File: config.mk
export PLATFORM = sky130hd
export DESIGN_NAME = flash_table_access
export DESIGN_NICKNAME = d
export VERILOG_FILES = /design/src/flash_table_pkg.sv /design/src/flash_table_access.sv
export SDC_FILE = /design/constraint.sdc
export NUM_CORES = 1
export LEC_CHECK = 0
export BUFFER_PORTS_ARGS = -buffer_cell sky130_fd_sc_hd__buf_2
export CAP_MARGIN = 20
export CORE_MARGIN = 2
export CORE_UTILIZATION = 45
export CTS_BUF_LIST = sky130_fd_sc_hd__clkbuf_16
export CTS_CLUSTER_DIAMETER = 150
export DETAILED_ROUTE_END_ITERATION = 7
export PLACE_DENSITY = 0.68
export SLEW_MARGIN = 20
export SYNTH_ARGS = -nofsm -noshare
export SYNTH_HDL_FRONTEND = slang
export SYNTH_SLANG_ARGS = --single-unit
File: constraint.sdc
create_clock -name I_CLK_SYS -period 3.3 [get_ports I_CLK_SYS]
set_input_delay 0.165 -clock I_CLK_SYS [delete_from_list [all_inputs] [get_ports I_CLK_SYS]]
set_output_delay 0.165 -clock I_CLK_SYS [all_outputs]
set_load 0.1 [all_outputs]
File: src/flash_table_pkg.sv
// Constants, types and carriers for the program flash table access block.
// Assumes one core clock at 250 MHz shared by the core and this block.
package flash_table_pkg;

    // ==========================================================
    // Pointer geometry
    localparam int PTR_W = 22;
    localparam int LOW_W = 21;
    localparam int HOLD_N = 8;
    localparam int HOLD_SEL_W = 3;
    localparam int ROW_SEL_W = 6;

    // ==========================================================
    // Unlock key values
    localparam logic [7:0] KEY_FIRST = 8'h55;
    localparam logic [7:0] KEY_SECOND = 8'hAA;

    // ==========================================================
    // Long operation timing
    localparam int CLK_MHZ = 250;
    localparam int LONG_OP_US = 2000;
    localparam int LONG_OP_CYCLES = LONG_OP_US * CLK_MHZ;
    localparam int TIMER_W = 20;

    // ==========================================================
    // Reset values
    localparam logic [PTR_W-1:0] PTR_RST = 22'h000000;
    localparam logic [7:0] BYTE_RST = 8'h00;

    // Pointer update applied by a table read or write
    typedef enum logic [1:0] {
        PTR_KEEP,
        PTR_POST_INC,
        PTR_POST_DEC,
        PTR_PRE_INC
    } ptr_mode_t;

    // Register addressed by a core register write
    typedef enum logic [2:0] {
        SEL_PTR_UPPER,
        SEL_PTR_HIGH,
        SEL_PTR_LOW,
        SEL_LATCH,
        SEL_CONTROL,
        SEL_UNLOCK_KEY
    } reg_sel_t;

    // Long operation in progress
    typedef enum logic [1:0] {
        OP_IDLE,
        OP_PROGRAM,
        OP_ERASE
    } op_state_t;

    // Memory control register, bit 7 down to bit 0
    typedef struct packed {
        logic program_memory_select;
        logic config_space_select;
        logic unused_zero;
        logic row_erase;
        logic write_error_flag;
        logic write_enable_bit;
        logic write_go;
        logic read_go;
    } ctrl_t;

    // Request toward the flash array
    typedef struct packed {
        logic rd;
        logic prog;
        logic erase;
        logic [PTR_W-1:0] addr;
    } flash_req_t;

endpackage

File: src/flash_table_access.sv
// Table pointer, table latch, holding registers and long-operation timer
// for self-programming of on-chip program flash.
// Assumes the core stalls while O_STALL is high, issues at most one table
// operation every two cycles, and the flash array answers a read in the same
// cycle as the request, with the addressed 16-bit word.
`timescale 1ns/10ps

// Behaviour
// - Pointer joins upper, high, low into 22 bits
// - Top pointer bit selects ID/configuration space
// - Four pointer updates: keep, post-inc, post-dec, pre-inc
// - Auto updates touch only lower 21 bits
// - Table read addresses with all 22 bits
// - Table write fills holding register by bits 2:0
// - Program block chosen by bits 21:3
// - Row erase chosen by bits 21:6
// - Address lsb picks low or high byte
// - One byte per table read into latch
// - Smallest firmware erase is 64-byte row
// - Row erase ignores the table latch
// - Unlock 55h then AAh before go
// - Core stalls until internal timer ends operation
// - Programming always writes whole 8-byte block
// - Table writes only load holding registers
// - Go bit refused while write enable clear
// - Write go bit software-set, hardware-cleared at completion; read go bit always reads zero
// - Reset mid-operation flags error, keeps selects
// - Completion sets done flag, software clears it
module flash_table_access #(
    parameter int LONG_CYCLES = flash_table_pkg::LONG_OP_CYCLES
) (
    input wire logic I_CLK_SYS,
    input wire logic I_RSTN,
    input wire logic I_PORN,
    input wire logic I_CE,
    input wire logic I_REG_WE,
    input wire flash_table_pkg::reg_sel_t I_REG_SEL,
    input wire logic [7:0] I_REG_WDATA,
    input wire logic I_TBL_RD,
    input wire logic I_TBL_WR,
    input wire flash_table_pkg::ptr_mode_t I_TBL_MODE,
    input wire logic [15:0] I_FL_RDATA,
    input wire logic I_DONE_CLR,
    output logic [flash_table_pkg::PTR_W-1:0] O_PTR,
    output logic [7:0] O_LATCH,
    output flash_table_pkg::ctrl_t O_CTRL,
    output logic O_STALL,
    output logic O_DONE_FLAG,
    output flash_table_pkg::flash_req_t O_FL_REQ,
    output logic [8*flash_table_pkg::HOLD_N-1:0] O_FL_WDATA
);
    import flash_table_pkg::*;

    localparam logic [TIMER_W-1:0] LAST_TICK = TIMER_W'(LONG_CYCLES - 1);

    logic [PTR_W-1:0] ptr_ff;
    logic [7:0] latch_ff;
    ctrl_t ctrl_ff;
    op_state_t op_ff;
    logic [TIMER_W-1:0] timer_ff;
    logic [1:0] key_stage_ff;
    logic done_ff;
    flash_req_t req_ff;
    logic rd_lsb_ff;
    logic stall_ff;

    // ==========================================================
    // Pointer arithmetic
    // Wrap stays inside the low field so the space select never flips
    wire [LOW_W-1:0] low_inc = ptr_ff[LOW_W-1:0] + 21'h000001;
    wire [LOW_W-1:0] low_dec = ptr_ff[LOW_W-1:0] - 21'h000001;
    wire busy = (op_ff != OP_IDLE);
    wire tbl_go = (I_TBL_RD || I_TBL_WR) && !busy;
    wire reg_wr = I_REG_WE && !busy;
    wire [PTR_W-1:0] access_addr = (I_TBL_MODE == PTR_PRE_INC) ?
        {ptr_ff[PTR_W-1], low_inc} : ptr_ff;
    wire [PTR_W-1:0] ptr_after =
        (I_TBL_MODE == PTR_POST_INC || I_TBL_MODE == PTR_PRE_INC) ?
        {ptr_ff[PTR_W-1], low_inc} :
        (I_TBL_MODE == PTR_POST_DEC) ? {ptr_ff[PTR_W-1], low_dec} : ptr_ff;

    // Register write pointer byte loads
    wire [PTR_W-1:0] ptr_loaded =
        (I_REG_SEL == SEL_PTR_UPPER) ? {I_REG_WDATA[5:0], ptr_ff[15:0]} :
        (I_REG_SEL == SEL_PTR_HIGH) ? {ptr_ff[21:16], I_REG_WDATA, ptr_ff[7:0]} :
        (I_REG_SEL == SEL_PTR_LOW) ? {ptr_ff[21:8], I_REG_WDATA} : ptr_ff;
    wire [PTR_W-1:0] nxt_ptr = tbl_go ? ptr_after : reg_wr ? ptr_loaded : ptr_ff;

    // ==========================================================
    // Unlock sequence and start decode
    // Any register write other than the keys disarms, so stray code cannot start
    wire key_first = reg_wr && I_REG_SEL == SEL_UNLOCK_KEY && I_REG_WDATA == KEY_FIRST;
    wire key_second = reg_wr && I_REG_SEL == SEL_UNLOCK_KEY && I_REG_WDATA == KEY_SECOND;
    wire [1:0] nxt_key_stage = !reg_wr ? key_stage_ff :
        key_first ? 2'h1 : (key_second && key_stage_ff == 2'h1) ? 2'h2 : 2'h0;
    ctrl_t wr_ctrl;
    assign wr_ctrl = ctrl_t'(I_REG_WDATA);
    wire ctrl_wr = reg_wr && I_REG_SEL == SEL_CONTROL;
    // Data EEPROM path is absent, so only program or configuration space starts
    wire start = ctrl_wr && wr_ctrl.write_go && key_stage_ff == 2'h2
        && wr_ctrl.write_enable_bit
        && (wr_ctrl.program_memory_select || wr_ctrl.config_space_select);
    wire finish = busy && timer_ff == LAST_TICK;

    // Program block and erase row addresses with ignored bits cleared
    wire [PTR_W-1:0] block_addr = {ptr_ff[PTR_W-1:HOLD_SEL_W], 3'h0};
    wire [PTR_W-1:0] row_addr = {ptr_ff[PTR_W-1:ROW_SEL_W], 6'h00};

    // Control register next value
    ctrl_t nxt_ctrl;
    assign nxt_ctrl.program_memory_select = ctrl_wr ? wr_ctrl.program_memory_select :
        ctrl_ff.program_memory_select;
    assign nxt_ctrl.config_space_select = ctrl_wr ? wr_ctrl.config_space_select :
        ctrl_ff.config_space_select;
    assign nxt_ctrl.unused_zero = 1'b0;
    assign nxt_ctrl.row_erase = finish ? 1'b0 : ctrl_wr ? wr_ctrl.row_erase :
        ctrl_ff.row_erase;
    assign nxt_ctrl.write_error_flag = ctrl_wr ? wr_ctrl.write_error_flag :
        ctrl_ff.write_error_flag;
    assign nxt_ctrl.write_enable_bit = ctrl_wr ? wr_ctrl.write_enable_bit :
        ctrl_ff.write_enable_bit;
    assign nxt_ctrl.write_go = finish ? 1'b0 : start ? 1'b1 : ctrl_ff.write_go;
    assign nxt_ctrl.read_go = 1'b0;

    // Flash request: one-cycle strobes, address held until the next request
    flash_req_t nxt_req;
    assign nxt_req.rd = tbl_go && I_TBL_RD;
    assign nxt_req.prog = start && !wr_ctrl.row_erase;
    assign nxt_req.erase = start && wr_ctrl.row_erase;
    assign nxt_req.addr = (tbl_go && I_TBL_RD) ? access_addr :
        !start ? req_ff.addr : wr_ctrl.row_erase ? row_addr : block_addr;

    wire [7:0] read_byte = rd_lsb_ff ? I_FL_RDATA[15:8] : I_FL_RDATA[7:0];
    wire [7:0] nxt_latch = req_ff.rd ? read_byte :
        (reg_wr && I_REG_SEL == SEL_LATCH) ? I_REG_WDATA : latch_ff;
    wire [TIMER_W-1:0] nxt_timer = busy ? timer_ff + 20'h00001 : 20'h00000;

    // ==========================================================
    // Operation state
    op_state_t nxt_op;
    always_comb begin
        nxt_op = op_ff;
        case (op_ff)
            OP_IDLE: begin
                if (start) begin
                    nxt_op = wr_ctrl.row_erase ? OP_ERASE : OP_PROGRAM;
                end
            end
            OP_PROGRAM, OP_ERASE: begin
                if (finish) begin
                    nxt_op = OP_IDLE;
                end
            end
            default: nxt_op = OP_IDLE;
        endcase
    end

    // Control register; device reset keeps selects and records an abort
    always_ff @(posedge I_CLK_SYS) begin
        if (!I_PORN) begin
            ctrl_ff <= ctrl_t'(BYTE_RST);
        end else if (!I_RSTN) begin
            ctrl_ff.write_error_flag <= ctrl_ff.write_error_flag | busy;
            ctrl_ff.unused_zero <= 1'b0;
            ctrl_ff.row_erase <= 1'b0;
            ctrl_ff.write_enable_bit <= 1'b0;
            ctrl_ff.write_go <= 1'b0;
            ctrl_ff.read_go <= 1'b0;
        end else if (I_CE) begin
            ctrl_ff <= nxt_ctrl;
        end
    end

    // Remaining state
    always_ff @(posedge I_CLK_SYS) begin
        if (!I_RSTN || !I_PORN) begin
            ptr_ff <= PTR_RST;
            latch_ff <= BYTE_RST;
            op_ff <= OP_IDLE;
            timer_ff <= '0;
            key_stage_ff <= 2'h0;
            done_ff <= 1'b0;
            req_ff <= '0;
            rd_lsb_ff <= 1'b0;
            stall_ff <= 1'b0;
        end else if (I_CE) begin
            ptr_ff <= nxt_ptr;
            latch_ff <= nxt_latch;
            op_ff <= nxt_op;
            timer_ff <= nxt_timer;
            key_stage_ff <= nxt_key_stage;
            done_ff <= finish | (done_ff & !I_DONE_CLR);
            req_ff <= nxt_req;
            rd_lsb_ff <= access_addr[0];
            stall_ff <= (nxt_op != OP_IDLE);
        end
    end

    // ==========================================================
    // Holding registers, one byte each
    logic [7:0] hold_ff [HOLD_N];
    genvar gi;
    generate
        for (gi = 0; gi < HOLD_N; gi++) begin : g_hold
            wire hit = tbl_go && I_TBL_WR && access_addr[2:0] == HOLD_SEL_W'(gi);
            always_ff @(posedge I_CLK_SYS) begin
                if (!I_RSTN || !I_PORN) begin
                    hold_ff[gi] <= BYTE_RST;
                end else if (I_CE && hit) begin
                    hold_ff[gi] <= latch_ff;
                end
            end
            assign O_FL_WDATA[8*gi +: 8] = hold_ff[gi];
        end
    endgenerate

    // Outputs are plain register copies, so the core never sees decode glitches
    assign O_PTR = ptr_ff;
    assign O_LATCH = latch_ff;
    assign O_CTRL = ctrl_ff;
    assign O_STALL = stall_ff;
    assign O_DONE_FLAG = done_ff;
    assign O_FL_REQ = req_ff;

    // ==========================================================
    // Assertions
    a_top_bit_kept: assert property (@(posedge I_CLK_SYS) disable iff (!I_RSTN)
        (tbl_go && I_CE && !I_REG_WE) |=> O_PTR[21] == $past(O_PTR[21]))
        else $error("Table op changed pointer top bit");
    a_post_dec: assert property (@(posedge I_CLK_SYS) disable iff (!I_RSTN)
        (tbl_go && I_CE && I_TBL_MODE == PTR_POST_DEC)
        |=> O_PTR[20:0] == $past(O_PTR[20:0]) - 21'h000001)
        else $error("Post-decrement wrong");
    a_read_addr: assert property (@(posedge I_CLK_SYS) disable iff (!I_RSTN)
        (tbl_go && I_CE && I_TBL_RD && I_TBL_MODE == PTR_KEEP)
        |=> O_FL_REQ.rd && O_FL_REQ.addr == $past(O_PTR))
        else $error("Read address not the pointer");
    a_byte_pick: assert property (@(posedge I_CLK_SYS) disable iff (!I_RSTN)
        (O_FL_REQ.rd && I_CE && O_FL_REQ.addr[0])
        |=> O_LATCH == $past(I_FL_RDATA[15:8]))
        else $error("Odd address did not give high byte");
    a_hold_fill: assert property (@(posedge I_CLK_SYS) disable iff (!I_RSTN)
        (tbl_go && I_CE && I_TBL_WR && I_TBL_MODE != PTR_PRE_INC)
        |=> O_FL_WDATA[8*$past(O_PTR[2:0]) +: 8] == $past(O_LATCH))
        else $error("Holding register not loaded");
    a_start_keyed: assert property (@(posedge I_CLK_SYS) disable iff (!I_RSTN)
        $rose(O_STALL) |-> $past(key_stage_ff) == 2'h2 && $past(I_REG_WDATA[2]))
        else $error("Long op started without unlock or enable");
    a_stall_hold: assert property (@(posedge I_CLK_SYS) disable iff (!I_RSTN)
        $rose(O_STALL) |-> O_STALL[*8])
        else $error("Stall dropped early");
    a_block_align: assert property (@(posedge I_CLK_SYS) disable iff (!I_RSTN)
        O_FL_REQ.prog |-> O_FL_REQ.addr[2:0] == 3'h0)
        else $error("Program address not block aligned");
    a_row_align: assert property (@(posedge I_CLK_SYS) disable iff (!I_RSTN)
        O_FL_REQ.erase |-> O_FL_REQ.addr[5:0] == 6'h00)
        else $error("Erase address not row aligned");
    a_finish_flags: assert property (@(posedge I_CLK_SYS) disable iff (!I_RSTN)
        ($fell(O_STALL) && $past(I_RSTN))
        |-> O_DONE_FLAG && !O_CTRL.write_go && !O_CTRL.row_erase)
        else $error("Completion did not update flags");
    c_erase: cover property (@(posedge I_CLK_SYS) disable iff (!I_RSTN) O_FL_REQ.erase);
    c_program: cover property (@(posedge I_CLK_SYS) disable iff (!I_RSTN) O_FL_REQ.prog);
    c_read: cover property (@(posedge I_CLK_SYS) disable iff (!I_RSTN) O_FL_REQ.rd);
    c_done: cover property (@(posedge I_CLK_SYS) disable iff (!I_RSTN) $fell(O_STALL));
    c_abort: cover property (@(posedge I_CLK_SYS) !I_RSTN && O_STALL);

    // ==========================================================
    // Refusal, reset and timing checks
    // Helper count of stall cycles, kept apart from the design timer
    logic [TIMER_W-1:0] stall_len_ff;
    always_ff @(posedge I_CLK_SYS) begin
        if (!I_RSTN || !I_PORN || !O_STALL) begin
            stall_len_ff <= '0;
        end else if (I_CE) begin
            stall_len_ff <= stall_len_ff + 20'h00001;
        end
    end
    a_stall_len: assert property (@(posedge I_CLK_SYS) disable iff (!I_RSTN)
        ($fell(O_STALL) && $past(I_RSTN)) |-> stall_len_ff == TIMER_W'(LONG_CYCLES))
        else $error("Long operation length wrong");
    a_busy_no_read: assert property (@(posedge I_CLK_SYS) disable iff (!I_RSTN)
        O_STALL |=> !O_FL_REQ.rd)
        else $error("Table read served during stall");
    a_write_enable_bit_gate: assert property (@(posedge I_CLK_SYS) disable iff (!I_RSTN)
        (I_REG_WE && I_CE && !O_STALL && !I_REG_WDATA[2]) |=> !O_STALL)
        else $error("Long op started without write enable");
    a_abort_error: assert property (@(posedge I_CLK_SYS) disable iff (!I_PORN)
        (!I_RSTN && O_STALL) |=> O_CTRL.write_error_flag
        && O_CTRL.program_memory_select == $past(O_CTRL.program_memory_select))
        else $error("Aborted operation not flagged");
    a_upper_load: assert property (@(posedge I_CLK_SYS) disable iff (!I_RSTN)
        (I_REG_WE && I_CE && !O_STALL && !I_TBL_RD && !I_TBL_WR
        && I_REG_SEL == SEL_PTR_UPPER) |=> O_PTR[21:16] == $past(I_REG_WDATA[5:0]))
        else $error("Upper pointer byte not loaded");
    a_done_sticky: assert property (@(posedge I_CLK_SYS) disable iff (!I_RSTN)
        (O_DONE_FLAG && !I_DONE_CLR && I_CE) |=> O_DONE_FLAG)
        else $error("Done flag dropped without clear");
    a_short_write: assert property (@(posedge I_CLK_SYS) disable iff (!I_RSTN)
        (tbl_go && I_CE && I_TBL_WR) |=> !O_FL_REQ.prog && !O_STALL)
        else $error("Table write started a long write");
    a_pre_inc_addr: assert property (@(posedge I_CLK_SYS) disable iff (!I_RSTN)
        (tbl_go && I_CE && I_TBL_RD && I_TBL_MODE == PTR_PRE_INC)
        |=> O_FL_REQ.addr == O_PTR)
        else $error("Pre-increment read used old pointer");
    a_erase_row: assert property (@(posedge I_CLK_SYS) disable iff (!I_RSTN)
        O_FL_REQ.erase |-> O_STALL && O_CTRL.row_erase)
        else $error("Erase request without row erase stall");
endmodule

[Word level (Yosys, flattened, before mapping)]
Memories as Yosys holds them, arrays and structs flattened.
Cells that the tools add are included.
Widths: inputs -> output; s select.
Cells by class
  add/sub/neg operators: 3
  $mul: 0
  divide/modulo/power cells: 0
  magnitude comparators: 0
  equality and inequality tests: 27
  shifts and indexed selects: 0
  muxes and demuxes: 63
  bitwise logic cells: 12
  reductions and logical operators: 69
Operator list (number)
  $mux 22: 5
  $mux 8: 12
  $mux 21: 3
  $logic_and 1x1->1: 33
  $mux 1: 32
  $add 21x1->21 const B: 1
  $sub 21x1->21 const B: 1
  $add 20x1->20 const B: 1
  $eq 20x19->1 const B: 1
  $mux 20: 1
  $reduce_bool 2->1: 10
  $eq 3x3->1 const B: 6
  $mux 16: 1
  $reduce_and 2->1: 8
  $eq 3x2->1 const B: 4
  $mux 2: 5
  $or 1x1->1: 10
  $eq 2x2->1 const B: 4
  $eq 8x7->1 const B: 1
  $eq 8x8->1 const B: 1
  $mux 4: 2
  $reduce_and 4->1: 2
  $eq 2x1->1 const B: 3
  $eq 3x1->1 const B: 2
  15 further kinds: 25
Word-level totals
  bits in registers: 88
  bits in latches: 0
  RAM bits: 64
  ROM bits: 0
  bits of input ports: 37
  output and inout bits: 129
  word-level logic and storage cells: 196
  memories: 1
Memory list
  hold_ff: words 8, width 8, read ports 8, clocked after memory_dff 0, write ports 8, RTL line flash_table_access.sv:201  | logic [7:0] hold_ff [HOLD_N];

[Logic depth before layout (Yosys ltp)]
  depth in word-level cells: 12
  mapped depth: 11
  gate-level depth less buffers: 8

[Worst setup path after synthesis]
Ideal clock, no wire load.
  kind: register -> register
  start: reg ptr_ff[0], in the netlist O_PTR[0]
  end: mem hold_ff[7][0], in the netlist hold_ff[1][24], enable pin
  library setup time: 0.384 ns
  data arrival time: 2.757 ns
  required time: 2.916 ns
  slack: 0.159 ns
  cell stages (with the launch flop): 6
  buffers on the path: 0
  clock period less this slack: 3.141 ns
  cell sequence: dfxtp_1 inv_1 ha_1 mux2i_1 or2_2 o21ai_0
RTL lines
  start: declaration: RTL line flash_table_access.sv:56  | logic [PTR_W-1:0] ptr_ff;
  start signal: assignment: RTL line flash_table_access.sv:187  | ptr_ff <= nxt_ptr;
  end: declaration: RTL line flash_table_access.sv:201

[Worst setup path in the final report]
  start: reg op_ff[0]
  end: reg req_ff, in the netlist O_FL_REQ[4]
Between the ends
  word-level cells in the longest chain between the ends: 10
  elaborated cells on any way between the ends: 13
  classes of those cells: 1 x mux; 12 x reduce/logical
RTL lines
  start: declaration: RTL line flash_table_access.sv:59  | op_state_t op_ff;
  start signal: assignment: RTL line flash_table_access.sv:189  | op_ff <= nxt_op;
  $reduce_bool 2->1 *: RTL line flash_table_access.sv:72  | wire busy = (op_ff != OP_IDLE);
  $logic_not 1->1 *: RTL line flash_table_access.sv:73, flash_table_access.sv:74
  $logic_and 1x1->1: RTL line flash_table_access.sv:74  | wire reg_wr = I_REG_WE && !busy;
  $logic_and 1x1->1: RTL line flash_table_access.sv:98  | wire ctrl_wr = reg_wr && I_REG_SEL == SEL_CONTROL;
  $logic_and 1x1->1 (2 in series): RTL line flash_table_access.sv:100  | wire start = ctrl_wr && wr_ctrl.write_go && key_stage_ff == 2'h2
  $logic_and 1x1->1: RTL line flash_table_access.sv:101  | && wr_ctrl.write_enable_bit
  $logic_and 1x1->1: RTL line flash_table_access.sv:102  | && (wr_ctrl.program_memory_select || wr_ctrl.config_space_select);
  $reduce_bool 2->1 (no line)
  $reduce_and 2->1 (no line)
  end signal: assignment: RTL line flash_table_access.sv:193  | req_ff <= nxt_req;
  end: declaration: RTL line flash_table_access.sv:63  | flash_req_t req_ff;
Every way passes the cells marked *; elsewhere a longest branch is shown, timed or not.
A chain may end at the register's enable or synchronous reset.

==> results.toml <==
[floorplanning]
core_um2 = 17100
initial_core_util_pct = 45.7
design.die.area_um2 = 18400
die_h_um = 136
io_pins = 166
die_x_um = 136
rows = 48

[global_route]
grt_pass1_wl_um = 33500
antenna_found_initial = 3
grt_pass1_vias = 6261
grt_max_degree = 48
grt_overflow_total = 0
grt_usage_pct = 23.5

[timing]
setup_viol = 0
hold_violations = 0
timing.fmax_mhz = 389
setup_tns_ns = 0
fin_skew_ns = 0.00726
rsz0062_at_grt = "false"
setup_ws_ns = 0.727
maxSlewHeadroom_pct = 32.0
fin_crit_ns = 2.57
finalMaxSlewViolations = 0
tightest_slew_ns = 1.01
fin_crit_sh_pct = 78.0

[pwr]
leakagePower_nw = 3.76
comb_power_share_pct = 16.7
p_sw_share_pct = 31.0
p_sw_mw = 1.52
intPower_mw = 3.38
clockPowerShare_pct = 41.5
p_per_area_nw_per_um2 = 523
power_frac_seq_pct = 41.8
ir_drop_v = 0.000368

[finish]
fin_area_um2 = 9370
finalNonFillerCells = 1229
area_growth_pct = 19.9
layout-drive-gt1-share_pct = 24.2
fillers = 1589
nets = 1031

[worst_setup_path]
slowest_stage = "nand2_2"
worstSetupPathDepth = 8
cp.arrival_ns = 2.86
endpoint_kind = "flop"
critPathKind = "flop to flop"
slowest_delay_ns = 0.49
cpLargestDelayFamily = "simple AND/OR/NAND/NOR gates"
cp_max_fo = 37
crit_buf_inv = 1
startpoint = "op_ff[0]$_SDFFE_PN0P_"
reg2reg_slack_ns = 0.73
cp_cell_sequence = "inv_1 -> ha_1 -> and3_1 -> and2_1 -> nand2b_2 -> nand2_2 -> o311a_1 -> nor3_1"
critPathRequiredTime_ns = 3.59
setup.worst_path.start_class = "flop"
r2r_cells = 8
r2r-start = "op_ff[0]$_SDFFE_PN0P_"
timing.rr.end = "O_FL_REQ[4]$_SDFFE_PN0P_"

[place]
gp_congestion = 0.899
io_buffer_count = 163
pre_cts_slack_ns = 0.695
placed_area_um2 = 8760
hpwl_um = 15100
post-place-cells = 1195

[logic_synthesis]
netlist_area_um2 = 7820
synthArstFlopShare_pct = 0
ys_types = 79
ys.flop_type = "dfxtp_1"
synth-edff-count = 64
avgSynthCellArea_um2 = 9.22
ys_seq_elements = 152
synth.most_common_cell = "nor2_1"
synth_cells = 848
yosysWarnings = 0
yosysSeqAreaShare_pct = 47.1
yosysTopAreaCell = "edfxtp_1"
synth_top_area_share_pct = 24.6
synth_area_leaders = "edfxtp_1, dfxtp_1, and2_1"
synth_commonest_cells = "nor2_1, dfxtp_1, and2_1, nand2_1, edfxtp_1"

[routing]
drtAntennaViolNets = 0
dr.pass1.iters = 5
drtIter0Drc = 538
vias = 6860
viasPerCell = 5.58
drt-total-wl_um = 21300
wl_per_cell_um = 17.3
drc = 0

[clock_network]
cts_resized = 0
clk_latency_ns = 0.43
cts_tree = "built"
clkSlewWorstSetupHoldPaths_ns = 0.06
cts_buffer_depth = 2
ctsHoldBuffers = 0
postCtsSetupBuffers = 0
cts-root-buf = "clkbuf_16"
clock-sinks = 152
htree_levels = 4
cts_made_buffers = 17

[outcome]
status = "finished, final reports clean"

[min_path]
hold-path-cell-count = 2
min_from = "I_PORN"
hold_path_end = "O_CTRL[6]$_SDFFE_PN0P_"
hold_path_class = "primary input to flop"

[job]
cap_violations = 0
## power groups by stage
stage               Sequential [mW]  Clock, mW  Combinational, mW
CTS                            2.05       2.07              0.815
global route                   2.06       2.15              0.865
finish                         2.05       2.04              0.818
detailed placement             2.09          0              0.813
global placement               2.09          0              0.809
floorplan                      2.45          0              0.293
## how the worst max path moves through the flow
stage	endpoint	slack, ns
after floorplan	hold_ff[1][24]$_SDFFCE_PN0P_	0.16
after global placement	O_FL_REQ[4]$_SDFFE_PN0P_	0.77
after detailed placement	O_FL_REQ[4]$_SDFFE_PN0P_	0.69
after CTS	O_FL_REQ[4]$_SDFFE_PN0P_	0.69
after global routing	O_FL_REQ[3]$_SDFFE_PN0P_	0.42
final	O_FL_REQ[4]$_SDFFE_PN0P_	0.73
## metrics by stage
stage / utilization (%) / total power, mW / hold WS, ns
finish: 54.8 / 4.91 / 0.0349
CTS: 54.7 / 4.94 / 0.0234
detailed placement: 51.2 / 2.90 / 0.448
floorplan: - / 2.74 / 0.312
global route: 54.7 / 5.07 / 0.0298
global placement: 51.2 / 2.90 / 0.447
## flip-flops by register name (all words and copies together) (netlist names)
register / cells
O_STALL: 1
O_PTR: 22
O_FL_REQ: 25
key_stage_ff: 2
O_CTRL: 6
hold_ff: 64
O_DONE_FLAG: 1
timer_ff: 20
op_ff: 2
O_LATCH: 8
rd_lsb_ff: 1
## logic make-up (layout without fill, tap and decap cells)
logic type               count (synthesis)  in the layout  synth area share, %
AO/OA/AOI/OAI                          189            189                 15.6
adder cells (fa/ha/maj)                  5              5                0.800
other                                    1              4               0.0480
buffers and inverters                   67            220                 3.97
multiplexers                            16             16                 2.10
AND/OR/NAND/NOR                        375            375                 25.6
flip-flops                             152            152                 47.1
XOR/XNOR                                43             43                 4.82
## layout make-up
type | count | area (um2) | area share, %
flip-flops and latches | 152 | 3680 | 39.3
clock inverters | 15 | 188 | 2.00
clock buffers | 17 | 425 | 4.54
multi-input cells | 630 | 3830 | 40.8
inverters | 11 | 41.3 | 0.440
repair buffers | 177 | 921 | 9.82
diodes | 2 | 5.00 | 0.0534
well taps | 225 | 282 | 3.00
## metal layers
layer	global-route usage, %	routed length (um)
met1	31.9	9400
met2	36.7	9840
met3	5.11	1670
met4	8.80	364
met5	0	7
## cells in the final DEF, fill, tap and decap left out, types with 12 or more instances in the layout
cell	count
buf_2	163
nor2_1	99
dfxtp_1	88
and2_1	70
nand2_1	65
edfxtp_1	64
o21ai_0	50
a21oi_1	48
nand3_1	29
xor2_1	24
nor3_1	24
xnor2_1	19
nand4_1	17
clkbuf_16	17
a211oi_1	15
buf_4	14
mux2i_1	13
inv_1	12
and3_1	12
Note: power is estimated with default switching activity, not from simulation.
